### config.mk
export PLATFORM = sky130hd
export DESIGN_NAME = lcd_panel_data_mux_irq
export DESIGN_NICKNAME = d
export VERILOG_FILES = /design/src/lcd_mux_pkg.sv /design/src/lcd_sync_if.sv /design/src/lcd_bus_mapper.sv /design/src/lcd_event_sync.sv /design/src/lcd_panel_data_mux_irq.sv
export SDC_FILE = /design/constraint.sdc
export NUM_CORES = 1
export LEC_CHECK = 0
export BUFFER_PORTS_ARGS = -buffer_cell sky130_fd_sc_hd__clkbuf_2
export CAP_MARGIN = 30
export CORE_MARGIN = 1
export CORE_UTILIZATION = 53
export CTS_CLUSTER_SIZE = 8
export DETAILED_ROUTE_END_ITERATION = 8
export PLACE_DENSITY_LB_ADDON = 0.25
export SLEW_MARGIN = 30
export SYNTH_ARGS = -nofsm -noshare
export SYNTH_HDL_FRONTEND = slang
export SYNTH_SLANG_ARGS = --single-unit
### constraint.sdc
create_clock -name pclk -period 4.4 [get_ports pclk]
set_input_delay 0.44 -clock pclk [delete_from_list [all_inputs] [get_ports pclk]]
set_output_delay 0.44 -clock pclk [all_outputs]
set_load 0.02 [all_outputs]
### src/lcd_mux_pkg.sv
// Purpose: Shared constants and types for the panel data multiplexer.
// Assumes: APB with 32-bit data, one aligned word per register.
// Notes:   Every offset and field position lives here, as do the mask and status reset values.
package lcd_mux_pkg;

  // ==========================================================
  // Register map (byte addresses)
  // ==========================================================
  localparam int         ADDR_W    = 8;               // Decoded address width.
  localparam logic [7:0] OFF_CTRL  = 8'h00;           // Mode and enable.
  localparam logic [7:0] OFF_IER   = 8'h04;           // irq_enable_reg, write only.
  localparam logic [7:0] OFF_IDR   = 8'h08;           // irq_disable_reg, write only.
  localparam logic [7:0] OFF_ICR   = 8'h0c;           // irq_clear_reg, write only.
  localparam logic [7:0] OFF_IMR   = 8'h10;           // irq_mask_reg, read only.
  localparam logic [7:0] OFF_ISR   = 8'h14;           // irq_status_reg, read only.
  localparam logic [7:0] OFF_LBITS = 8'h18;           // Bits of last line, read only.

  // ==========================================================
  // Field layout and reset values
  // ==========================================================
  localparam int         MODE_LSB  = 0;               // Mode field low bit in CTRL.
  localparam int         MODE_W    = 3;               // Mode field width.
  localparam int         EN_BIT    = 3;               // Output enable bit in CTRL.
  localparam int         NUM_IRQ   = 6;               // Interrupt sources.
  localparam int         LBITS_W   = 16;              // Line bit counter width.
  localparam int         BUS_W     = 24;              // Panel data bus width.
  localparam logic [5:0] MASK_RST  = 6'h00;           // All sources disabled.
  localparam logic [5:0] STAT_RST  = 6'h00;           // Nothing pending.

  // Interrupt bit positions in mask and status.
  localparam int IRQ_MEMERR = 0;
  localparam int IRQ_UNDER  = 1;
  localparam int IRQ_OVER   = 2;
  localparam int IRQ_EOF    = 3;
  localparam int IRQ_EOL    = 4;
  localparam int IRQ_EOLL   = 5;

  // Positions of the asynchronous inputs in the synchroniser vector.
  localparam int SY_MEMERR = 0;                       // Toggle per event.
  localparam int SY_UNDER  = 1;
  localparam int SY_OVER   = 2;
  localparam int SY_EOF    = 3;
  localparam int SY_BLANK  = 4;                       // Levels from here on.
  localparam int SY_LAST   = 5;
  localparam int SY_BUSY   = 6;
  localparam int SY_DOT    = 7;
  localparam int SY_N      = 8;

  // Panel organisation selected by the mode field.
  typedef enum logic [2:0] {
    MODE_PM4    = 3'h0,                               // 4-bit single scan.
    MODE_PM8    = 3'h1,                               // 8-bit single scan.
    MODE_DUAL8  = 3'h2,                               // 8-bit dual scan.
    MODE_DUAL16 = 3'h3,                               // 16-bit dual scan.
    MODE_AM24   = 3'h4,                               // 24-bit active matrix.
    MODE_AM16   = 3'h5                                // 16-bit active matrix.
  } panel_mode_t;

  // Line sync state, one-hot.
  typedef enum logic [1:0] {
    LS_IDLE  = 2'b01,
    LS_PULSE = 2'b10
  } line_state_t;

  // Number of bus lines carrying data per dot in each mode.
  function automatic logic [4:0] bus_bits(input logic [2:0] mode);
    case (mode)
      MODE_PM4:    bus_bits = 5'h04;
      MODE_PM8:    bus_bits = 5'h08;
      MODE_DUAL8:  bus_bits = 5'h08;
      MODE_DUAL16: bus_bits = 5'h10;
      MODE_AM24:   bus_bits = 5'h18;
      MODE_AM16:   bus_bits = 5'h10;
      default:     bus_bits = 5'h00;
    endcase
  endfunction

endpackage

### src/lcd_sync_if.sv
// Purpose: Carries asynchronous inputs to the synchroniser and back.
// Assumes: One bit per input, all from outside the pclk domain.
// Notes:   The synchronised side is safe for any logic on pclk.
interface lcd_sync_if #(parameter int N = 8);
  logic [N-1:0] raw;                                  // Unsynchronised inputs.
  logic [N-1:0] synced;                               // Second flip-flop outputs.
  modport sync_side (input raw, output synced);
  modport user_side (output raw, input synced);
endinterface
### src/lcd_bus_mapper.sv
// Purpose: Places a serializer word on the panel data bus lines per mode.
// Assumes: Serializer word holds upper/red in [7:0], lower/green in [15:8], blue in [23:16].
// Notes:   Purely combinational; the caller registers the result.
module lcd_bus_mapper (
  input  wire logic [2:0]  mode,
  input  wire logic [23:0] word,
  output logic      [23:0] mapped
);

  // ==========================================================
  // Lane placement
  // ==========================================================
  // Unused lanes stay low in every mode and for illegal codes.
  always_comb begin
    mapped = '0;
    case (mode)
      lcd_mux_pkg::MODE_PM4:    mapped[3:0] = word[3:0];
      lcd_mux_pkg::MODE_PM8:    mapped[7:0] = word[7:0];
      lcd_mux_pkg::MODE_DUAL8: begin
        mapped[3:0] = word[3:0];
        mapped[7:4] = word[11:8];
      end
      lcd_mux_pkg::MODE_DUAL16: begin
        mapped[7:0]  = word[7:0];
        mapped[15:8] = word[15:8];
      end
      lcd_mux_pkg::MODE_AM24:   mapped = {word[23:16], word[15:8], word[7:0]};
      lcd_mux_pkg::MODE_AM16: begin
        // Most significant component bits are kept.
        mapped[23:19] = word[23:19];
        mapped[15:10] = word[15:10];
        mapped[7:3]   = word[7:3];
      end
      default:                  mapped = '0;
    endcase
  end

endmodule // lcd_bus_mapper

### src/lcd_event_sync.sv
// Purpose: Two flip-flop synchroniser for every asynchronous input.
// Assumes: Toggle events stay stable at least two pclk periods.
// Notes:   The first stage is read only by the second stage.
module lcd_event_sync #(
  parameter int N = 8
) (
  input wire logic         pclk,
  input wire logic         presetn,
  lcd_sync_if.sync_side    port
);

  // ==========================================================
  // Synchroniser stages
  // ==========================================================
  logic [N-1:0] meta;                                 // First stage only.
  logic [N-1:0] next_meta;
  logic [N-1:0] next_synced;

  // Next values are simply the previous stage.
  always_comb begin
    next_meta   = port.raw;
    next_synced = meta;
  end

  // Both stages reset to zero.
  always_ff @(posedge pclk or negedge presetn) begin
    if (!presetn) begin
      meta        <= '0;
      port.synced <= '0;
    end else begin
      meta        <= next_meta;
      port.synced <= next_synced;
    end
  end

endmodule // lcd_event_sync

### src/lcd_panel_data_mux_irq.sv
// Purpose: Panel data bus multiplexer, line sync and interrupt registers.
// Assumes: ser_word and ser_valid are on pclk and held for a whole dot period.
// Notes:   The dot clock and all event inputs are synchronised before use.
//
// Function
// - 4-bit single scan uses lines 3..0
// - 8-bit single scan uses lines 7..0
// - 8-bit dual: upper 3..0, lower 7..4
// - 16-bit dual: upper 7..0, lower 15..8
// - data shifts out line by line
// - 24-bit active: blue, green, red bytes
// - 16-bit active: 5/6/5 on component tops
// - six sources synchronised to core clock
// - memory error on DMA bus error
// - underflow on read of empty FIFO
// - overwrite on write to full FIFO
// - end of frame on pointer update
// - end of line at blanking, DMA idle
// - end of last line likewise
// - separate enable, disable, clear registers
// - readable mask and status registers
// - valid strobe marks valid bus data
// - line sync pulse after each line
module lcd_panel_data_mux_irq #(
  parameter int HSYNC_DOTS = 1                        // Line sync width in dots.
) (
  input  wire logic                             pclk,
  input  wire logic                             presetn,
  input  wire logic                             psel,
  input  wire logic                             penable,
  input  wire logic                             pwrite,
  input  wire logic [lcd_mux_pkg::ADDR_W-1:0]   paddr,
  input  wire logic [31:0]                      pwdata,
  output logic      [31:0]                      prdata,
  output logic                                  pready,
  output logic                                  pslverr,
  input  wire logic                             dot_clk,
  input  wire logic [23:0]                      ser_word,
  input  wire logic                             ser_valid,
  input  wire logic                             line_blank,
  input  wire logic                             last_line,
  input  wire logic                             dma_busy,
  input  wire logic                             dma_err_tgl,
  input  wire logic                             fifo_under_tgl,
  input  wire logic                             fifo_over_tgl,
  input  wire logic                             frame_upd_tgl,
  output logic      [lcd_mux_pkg::BUS_W-1:0]    panel_data_bus,
  output logic                                  pixel_valid_strobe,
  output logic                                  line_sync_pulse,
  output logic                                  irq
);

  // ==========================================================
  // Synchronisers
  // ==========================================================
  lcd_sync_if #(.N(lcd_mux_pkg::SY_N)) sy ();         // Async inputs and results.
  logic [lcd_mux_pkg::SY_N-1:0] sy_prev;              // Previous synced values.
  logic [lcd_mux_pkg::SY_N-1:0] sy_edge;              // Change seen this cycle.

  // Every event input and the dot clock pass two flip-flops before use.
  always_comb begin
    sy.raw                        = '0;
    sy.raw[lcd_mux_pkg::SY_MEMERR] = dma_err_tgl;
    sy.raw[lcd_mux_pkg::SY_UNDER]  = fifo_under_tgl;
    sy.raw[lcd_mux_pkg::SY_OVER]   = fifo_over_tgl;
    sy.raw[lcd_mux_pkg::SY_EOF]    = frame_upd_tgl;
    sy.raw[lcd_mux_pkg::SY_BLANK]  = line_blank;
    sy.raw[lcd_mux_pkg::SY_LAST]   = last_line;
    sy.raw[lcd_mux_pkg::SY_BUSY]   = dma_busy;
    sy.raw[lcd_mux_pkg::SY_DOT]    = dot_clk;
  end

  lcd_event_sync #(.N(lcd_mux_pkg::SY_N)) u_sync (
    .pclk    (pclk),
    .presetn (presetn),
    .port    (sy.sync_side)
  );

  // A third stage remembers the last synced value for edge detection.
  always_ff @(posedge pclk or negedge presetn) begin
    if (!presetn) begin
      sy_prev <= '0;
    end else begin
      sy_prev <= sy.synced;
    end
  end

  // ==========================================================
  // Event decode
  // ==========================================================
  logic                           blank_s;            // Synced blanking level.
  logic                           blank_rise;         // Blanking has just begun.
  logic                           dot_rise;           // Dot clock rising edge.
  logic [lcd_mux_pkg::NUM_IRQ-1:0] evt;               // One-cycle source events.

  // Toggle inputs mark one event per change; blanking is a level.
  always_comb begin
    sy_edge    = sy.synced ^ sy_prev;
    blank_s    = sy.synced[lcd_mux_pkg::SY_BLANK];
    blank_rise = blank_s & ~sy_prev[lcd_mux_pkg::SY_BLANK];
    dot_rise   = sy.synced[lcd_mux_pkg::SY_DOT] & ~sy_prev[lcd_mux_pkg::SY_DOT];
    evt        = '0;
    evt[lcd_mux_pkg::IRQ_MEMERR] = sy_edge[lcd_mux_pkg::SY_MEMERR];
    evt[lcd_mux_pkg::IRQ_UNDER]  = sy_edge[lcd_mux_pkg::SY_UNDER];
    evt[lcd_mux_pkg::IRQ_OVER]   = sy_edge[lcd_mux_pkg::SY_OVER];
    evt[lcd_mux_pkg::IRQ_EOF]    = sy_edge[lcd_mux_pkg::SY_EOF];
    evt[lcd_mux_pkg::IRQ_EOL]    = blank_rise
                                   & ~sy.synced[lcd_mux_pkg::SY_BUSY];
    evt[lcd_mux_pkg::IRQ_EOLL]   = blank_rise & sy.synced[lcd_mux_pkg::SY_LAST]
                                   & ~sy.synced[lcd_mux_pkg::SY_BUSY];
  end

  // ==========================================================
  // APB register file
  // ==========================================================
  logic [2:0]                      mode;              // Panel organisation.
  logic                            enable;            // Drives the panel bus.
  logic [lcd_mux_pkg::NUM_IRQ-1:0] irq_mask;          // Enabled sources.
  logic [lcd_mux_pkg::NUM_IRQ-1:0] irq_status;        // Pending sources.
  logic [lcd_mux_pkg::LBITS_W-1:0] last_bits;         // Bits of the last line.
  logic [2:0]                      next_mode;
  logic                            next_enable;
  logic [lcd_mux_pkg::NUM_IRQ-1:0] next_mask;
  logic [lcd_mux_pkg::NUM_IRQ-1:0] next_status;
  logic [31:0]                     next_prdata;
  logic                            next_pslverr;
  logic                            setup;             // Setup phase of a transfer.
  logic                            wr_acc;            // Write access phase.
  logic                            mapped_addr;       // Address is decoded.
  logic [lcd_mux_pkg::NUM_IRQ-1:0] wbits;             // Written source bits.

  // Zero wait states: read data is prepared during the setup cycle.
  always_comb begin
    pready       = 1'b1;
    setup        = psel & ~penable;
    wr_acc       = psel & penable & pwrite;
    wbits        = pwdata[lcd_mux_pkg::NUM_IRQ-1:0];
    mapped_addr  = (paddr == lcd_mux_pkg::OFF_CTRL) || (paddr == lcd_mux_pkg::OFF_IER)
                || (paddr == lcd_mux_pkg::OFF_IDR)  || (paddr == lcd_mux_pkg::OFF_ICR)
                || (paddr == lcd_mux_pkg::OFF_IMR)  || (paddr == lcd_mux_pkg::OFF_ISR)
                || (paddr == lcd_mux_pkg::OFF_LBITS);
    next_mode    = mode;
    next_enable  = enable;
    next_mask    = irq_mask;
    next_prdata  = prdata;
    next_pslverr = pslverr;
    if (wr_acc && paddr == lcd_mux_pkg::OFF_CTRL) begin
      next_mode   = pwdata[lcd_mux_pkg::MODE_LSB +: lcd_mux_pkg::MODE_W];
      next_enable = pwdata[lcd_mux_pkg::EN_BIT];
    end
    if (wr_acc && paddr == lcd_mux_pkg::OFF_IER) begin
      next_mask = irq_mask | wbits;
    end
    if (wr_acc && paddr == lcd_mux_pkg::OFF_IDR) begin
      next_mask = irq_mask & ~wbits;
    end
    // A new event wins over a clear in the same cycle.
    next_status = irq_status | evt;
    if (wr_acc && paddr == lcd_mux_pkg::OFF_ICR) begin
      next_status = (irq_status & ~wbits) | evt;
    end
    if (setup) begin
      next_pslverr = ~mapped_addr;
      next_prdata  = '0;
      case (paddr)
        lcd_mux_pkg::OFF_CTRL: begin
          next_prdata[lcd_mux_pkg::MODE_LSB +: lcd_mux_pkg::MODE_W] = mode;
          next_prdata[lcd_mux_pkg::EN_BIT] = enable;
        end
        lcd_mux_pkg::OFF_IMR:   next_prdata[lcd_mux_pkg::NUM_IRQ-1:0] = irq_mask;
        lcd_mux_pkg::OFF_ISR:   next_prdata[lcd_mux_pkg::NUM_IRQ-1:0] = irq_status;
        lcd_mux_pkg::OFF_LBITS: next_prdata[lcd_mux_pkg::LBITS_W-1:0] = last_bits;
        default:                next_prdata = '0;
      endcase
    end
  end

  // Register state; the interrupt output is registered as well.
  always_ff @(posedge pclk or negedge presetn) begin
    if (!presetn) begin
      mode       <= lcd_mux_pkg::MODE_PM4;
      enable     <= 1'b0;
      irq_mask   <= lcd_mux_pkg::MASK_RST;
      irq_status <= lcd_mux_pkg::STAT_RST;
      prdata     <= '0;
      pslverr    <= 1'b0;
      irq        <= 1'b0;
    end else begin
      mode       <= next_mode;
      enable     <= next_enable;
      irq_mask   <= next_mask;
      irq_status <= next_status;
      prdata     <= next_prdata;
      pslverr    <= next_pslverr;
      irq        <= |(next_status & next_mask);
    end
  end

  // ==========================================================
  // Panel data path
  // ==========================================================
  logic [23:0]                     mapped;            // Word placed on its lanes.
  logic [23:0]                     next_bus;
  logic                            next_valid;
  logic [lcd_mux_pkg::LBITS_W-1:0] bit_cnt;           // Bits sent in this line.
  logic [lcd_mux_pkg::LBITS_W-1:0] next_bit_cnt;
  logic [lcd_mux_pkg::LBITS_W-1:0] next_last_bits;

  lcd_bus_mapper u_map (
    .mode   (mode),
    .word   (ser_word),
    .mapped (mapped)
  );

  // One word per dot edge, outside blanking; each word adds the
  // bus_bits width of the mode to the line count.
  always_comb begin
    next_bus       = panel_data_bus;
    next_valid     = pixel_valid_strobe;
    next_bit_cnt   = bit_cnt;
    next_last_bits = last_bits;
    if (dot_rise) begin
      if (enable && ser_valid && !blank_s) begin
        next_bus     = mapped;
        next_valid   = 1'b1;
        next_bit_cnt = bit_cnt
                     + {{(lcd_mux_pkg::LBITS_W-5){1'b0}}, lcd_mux_pkg::bus_bits(mode)};
      end else begin
        next_bus   = '0;
        next_valid = 1'b0;
      end
    end
    if (blank_rise) begin
      next_last_bits = bit_cnt;
      next_bit_cnt   = '0;
    end
    if (!enable) begin
      next_bus   = '0;
      next_valid = 1'b0;
    end
  end

  // Panel outputs come straight from flip-flops.
  always_ff @(posedge pclk or negedge presetn) begin
    if (!presetn) begin
      panel_data_bus     <= '0;
      pixel_valid_strobe <= 1'b0;
      bit_cnt            <= '0;
      last_bits          <= '0;
    end else begin
      panel_data_bus     <= next_bus;
      pixel_valid_strobe <= next_valid;
      bit_cnt            <= next_bit_cnt;
      last_bits          <= next_last_bits;
    end
  end

  // ==========================================================
  // Line sync
  // ==========================================================
  localparam logic [7:0] HS_DOTS = 8'(HSYNC_DOTS);    // Pulse length in dots.
  lcd_mux_pkg::line_state_t ls_state;
  lcd_mux_pkg::line_state_t next_ls_state;
  logic [7:0]               hs_cnt;                   // Dot edges left in pulse.
  logic [7:0]               next_hs_cnt;
  logic                     next_hsync;

  // Once a line has been shifted out and blanking begins, pulse.
  always_comb begin
    next_ls_state = ls_state;
    next_hs_cnt   = hs_cnt;
    next_hsync    = 1'b0;
    unique case (ls_state)
      lcd_mux_pkg::LS_IDLE: begin
        if (blank_rise && enable) begin
          next_ls_state = lcd_mux_pkg::LS_PULSE;
          next_hs_cnt   = HS_DOTS;
          next_hsync    = 1'b1;
        end
      end
      lcd_mux_pkg::LS_PULSE: begin
        next_hsync = 1'b1;
        if (dot_rise) begin
          next_hs_cnt = hs_cnt - 8'h01;
          if (hs_cnt <= 8'h01) begin
            next_ls_state = lcd_mux_pkg::LS_IDLE;
            next_hsync    = 1'b0;
          end
        end
      end
      default: begin
        next_ls_state = lcd_mux_pkg::LS_IDLE;
      end
    endcase
  end

  // Line sync state registers.
  always_ff @(posedge pclk or negedge presetn) begin
    if (!presetn) begin
      ls_state        <= lcd_mux_pkg::LS_IDLE;
      hs_cnt          <= '0;
      line_sync_pulse <= 1'b0;
    end else begin
      ls_state        <= next_ls_state;
      hs_cnt          <= next_hs_cnt;
      line_sync_pulse <= next_hsync;
    end
  end

endmodule // lcd_panel_data_mux_irq

==> reports/metrics.yaml <==
h_tree_levels: 4
ctsLongestPathBuffers: 2
finalWeightedCongestion: 0.813
synth_top_cells_by_area: "sky130_fd_sc_hd__dfrtp_1, sky130_fd_sc_hd__nand2_1, sky130_fd_sc_hd__a22o_1"
period_minus_slack_ns: 2.54
timing.critical_path.arrival_ns: 2.94
dieHeight_um: 102
finalInstanceArea_um2: 6380
finalHoldWorstSlack_ns: 0.0265
peakVddDrop_mv: 0.206
grt_pass1_vias: 4021
fin_util_pct: 65.6
cp-end-kind: "flop"
n_antenna_cell: 0
power-per-cell-area_nw_per_um2: 407
worst_path_cell_trace: "nor2b_1, o31a_1, ha_1, a21o_1, a21oi_1, nor4b_1, xnor2_1, nor2_1"
grt_start_max_net_pins: 51
synth-main-ff-cell: "sky130_fd_sc_hd__dfrtp_1"
yosys_register_bits: 120
io_buffer_count: 95
post_synth_inst_count: 501
drc: 0
dr_total_vias: 4073
cts_repair_resize_count: 0
drive_gt1_share_pct: 23.1
drt-initial-drc-count: 214
full_die_area_um2: 10400
worstPathMaxFanout: 13
tritoncts: "yes"
setup_fix_bufs_post_cts: 0
top_regs: "panel_data_bus: 24 flops, prdata: 16 flops"
place.detailed.hpwl_mm: 8.03
finish.net_count: 679
die_width_um: 102
clock_sink_count: 120
critical_path.startpoint_type: "flop"
grt_overflow: 0
cts_made_buffers: 17
route.detailed.vias_per_inst: 5.52
finClkSkew_ns: 0.00861
synth_area_per_cell_um2: 10.6
final-setup-viol-count: 0
synthDistinctLibCells: 58
post-synth-top-area-cell: "sky130_fd_sc_hd__dfrtp_1"
required_ns: 4.80
detail_route.wl_per_cell_um: 15.9
clk_slew_on_worst_s_h_paths_ns: 0.06
achievable_frequency_mhz: 393
grt_antenna_before_repair: 0
grt_pass1_wl_mm: 19.3
wl_met2_mm: 5.90
drtPass1Iterations: 4
final.period_utilization_pct: 57.8
sequential_area_share_after_synthesis_pct: 56.6
largest_reg_flops: 24
layout_setup_ws_ns: 1.86
hp-class: "in -> reg"
worst_slew_pin_slew_ns: 0.923
top_level_ports: 139
netlist.area_leader.share_pct: 56.1
track_usage_pct: 24.4
routed-wl-met3_um: 645
critPathTopFamily: "compound AO/OA/AOI/OAI gates"
routed.top_layer: "met4"
start_util_pct: 54.5
timing_max_transition_violations_final: 0
clock_tree.root_cell: "sky130_fd_sc_hd__clkbuf_8"
met1_length_mm: 5.00
synth_enable_flop_cells: 0
largest_reg_by_ff_count: "panel_data_bus"
wirelength_mm: 11.7
core_region_area_um2: 9730
syn_to_final_growth_pct: 20.3
cpMaxStageDelayCell: "sky130_fd_sc_hd__dfrtp_1"
worst_skew_pair_later_pin_latency_ns: 0.52
worst-setup-path-type: "reg -> reg"
grt_setup_unrepaired: "false"
cap_viol_max_count: 0
synthesized_area_um2: 5310
num_rows: 36
power_leakage_uw: 0.00316
drtAntennaViolNets: 0
setup_total_negative_slack_ns: 0
outcome: "finished, final reports clean"
placed_cell_area_um2: 5790
critPathBufInv: 0
detailedPlace.worstSlack_ns: 1.88
yosysWarningCount: 0
async_s_r_ff_share_synth_pct: 100
slew_headroom_pct: 38.4
final-hold-violation-count: 0
critical-path-max-stage-delay_ns: 0.60
[cells in the final DEF (no fill, tap or decap), types with 3 or more instances in the layout]
cell,instances
sky130_fd_sc_hd__a21o_1,7
sky130_fd_sc_hd__a21oi_1,17
sky130_fd_sc_hd__a22o_1,17
sky130_fd_sc_hd__a22oi_1,15
sky130_fd_sc_hd__a31oi_1,7
sky130_fd_sc_hd__a32o_1,7
sky130_fd_sc_hd__a41oi_1,7
sky130_fd_sc_hd__and3_1,5
sky130_fd_sc_hd__buf_4,5
sky130_fd_sc_hd__clkbuf_16,16
sky130_fd_sc_hd__clkbuf_2,94
sky130_fd_sc_hd__clkbuf_8,5
sky130_fd_sc_hd__clkinv_2,4
sky130_fd_sc_hd__conb_1,17
sky130_fd_sc_hd__dfrtp_1,119
sky130_fd_sc_hd__ha_1,7
sky130_fd_sc_hd__inv_1,6
sky130_fd_sc_hd__mux2_2,4
sky130_fd_sc_hd__nand2_1,93
sky130_fd_sc_hd__nand2b_1,3
sky130_fd_sc_hd__nand3_1,22
sky130_fd_sc_hd__nand4_1,5
sky130_fd_sc_hd__nor2_1,29
sky130_fd_sc_hd__nor2b_1,9
sky130_fd_sc_hd__nor3_1,6
sky130_fd_sc_hd__nor4_1,5
sky130_fd_sc_hd__o21ai_0,12
sky130_fd_sc_hd__o221ai_1,3
sky130_fd_sc_hd__xnor2_1,11
sky130_fd_sc_hd__xor2_1,9
[cells in the mapped netlist, drive strengths merged, types with 3 or more instances]
cell type,instances
a32o,7
a22oi,15
nand3,22
nand4,5
ha,7
nor4b,4
nor3,7
nand2,94
a22o,17
xor2,9
nor2b,9
o21ai,12
nand2b,4
buf,22
a41oi,7
xnor2,11
nor2,29
a21oi,17
a31oi,7
a21o,7
inv,6
clkbuf,20
nor4,6
o221ai,3
dfrtp,119
mux2,4
and3,5
[power breakdown]
group	switching (uW)	leakage (uW)	internal [uW]
sequential	14.7	0.00158	1130
combinational	95.4	0.00129	43.9
clock	460	0.000280	857
[per-stage QoR]
step / total power (uW) / std cells
2_1_floorplan: 1240 / 516
3_3_place_gp: 1290 / 706
3_5_place_dp: 1300 / 706
4_1_cts: 2620 / 738
5_1_grt: 2700 / 738
6_report: 2600 / 738
[worst reg2reg max path: cells and delay by family, from the launching register on]
| kind | cells | cell delay (ns) |
|---|---|---|
| compound gates | 3 | 0.82 |
| xor+xnor | 1 | 0.18 |
| fa+ha+maj | 1 | 0.24 |
| flops | 1 | 0.60 |
| simple gates | 3 | 0.58 |
[final timing paths]
check                                    startpoint                         endpoint  slack [ns]  depth (start not counted)
min                                       last_line         u_sync.meta[5]$_DFF_PN0_        0.03                          1
max reg2reg                     mode[2]$_DFFE_PN0P_          bit_cnt[13]$_DFFE_PN0P_        1.86                          8
max in group asynchronous                   presetn            prdata[2]$_DFFE_PN0P_        2.98                          3
max                             mode[2]$_DFFE_PN0P_          bit_cnt[13]$_DFFE_PN0P_        1.86                          8
min reg2reg                u_sync.meta[7]$_DFF_PN0_  u_sync.port.synced[7]$_DFF_PN0_        0.35                          0
min in group asynchronous                   presetn                    irq$_DFF_PN0_        0.49                          2
[kinds of logic after synthesis]
family	synth area share, %
adders and majority gates	2.03
xor gates and xnor gates	3.30
and+or+nand+nor	18.0
other	0.142
AOI/OAI and AO/OA	13.9
buffers and inverters	5.00
DFF	56.6
muxes	1.04
[metal layers]
layer,vias up,track usage (%)
met1,2012,32.0
li1,1921,-
met5,-,0
met2,121,39.6
met4,0,8.35
met3,19,6.36
[repair_timing]
| item | 4_1_cts | 5_1_grt |
|---|---|---|
| hold buffers | 1 | 0 |
| setup endpoints to repair | 0 | 0 |
| hold endpoints to repair | 47 | 0 |
[final cells by class]
| type | instances | area [um2] |
|---|---|---|
| fill | 773 | 3350 |
| tap | 133 | 166 |
| multi-input combinational | 348 | 2100 |
| sequential | 120 | 3000 |
| clock inverter | 8 | 95.1 |
| clock buffer | 23 | 477 |
| inverter | 6 | 22.5 |
| timing repair buffer | 100 | 518 |
(Power assumes the default switching activity.)
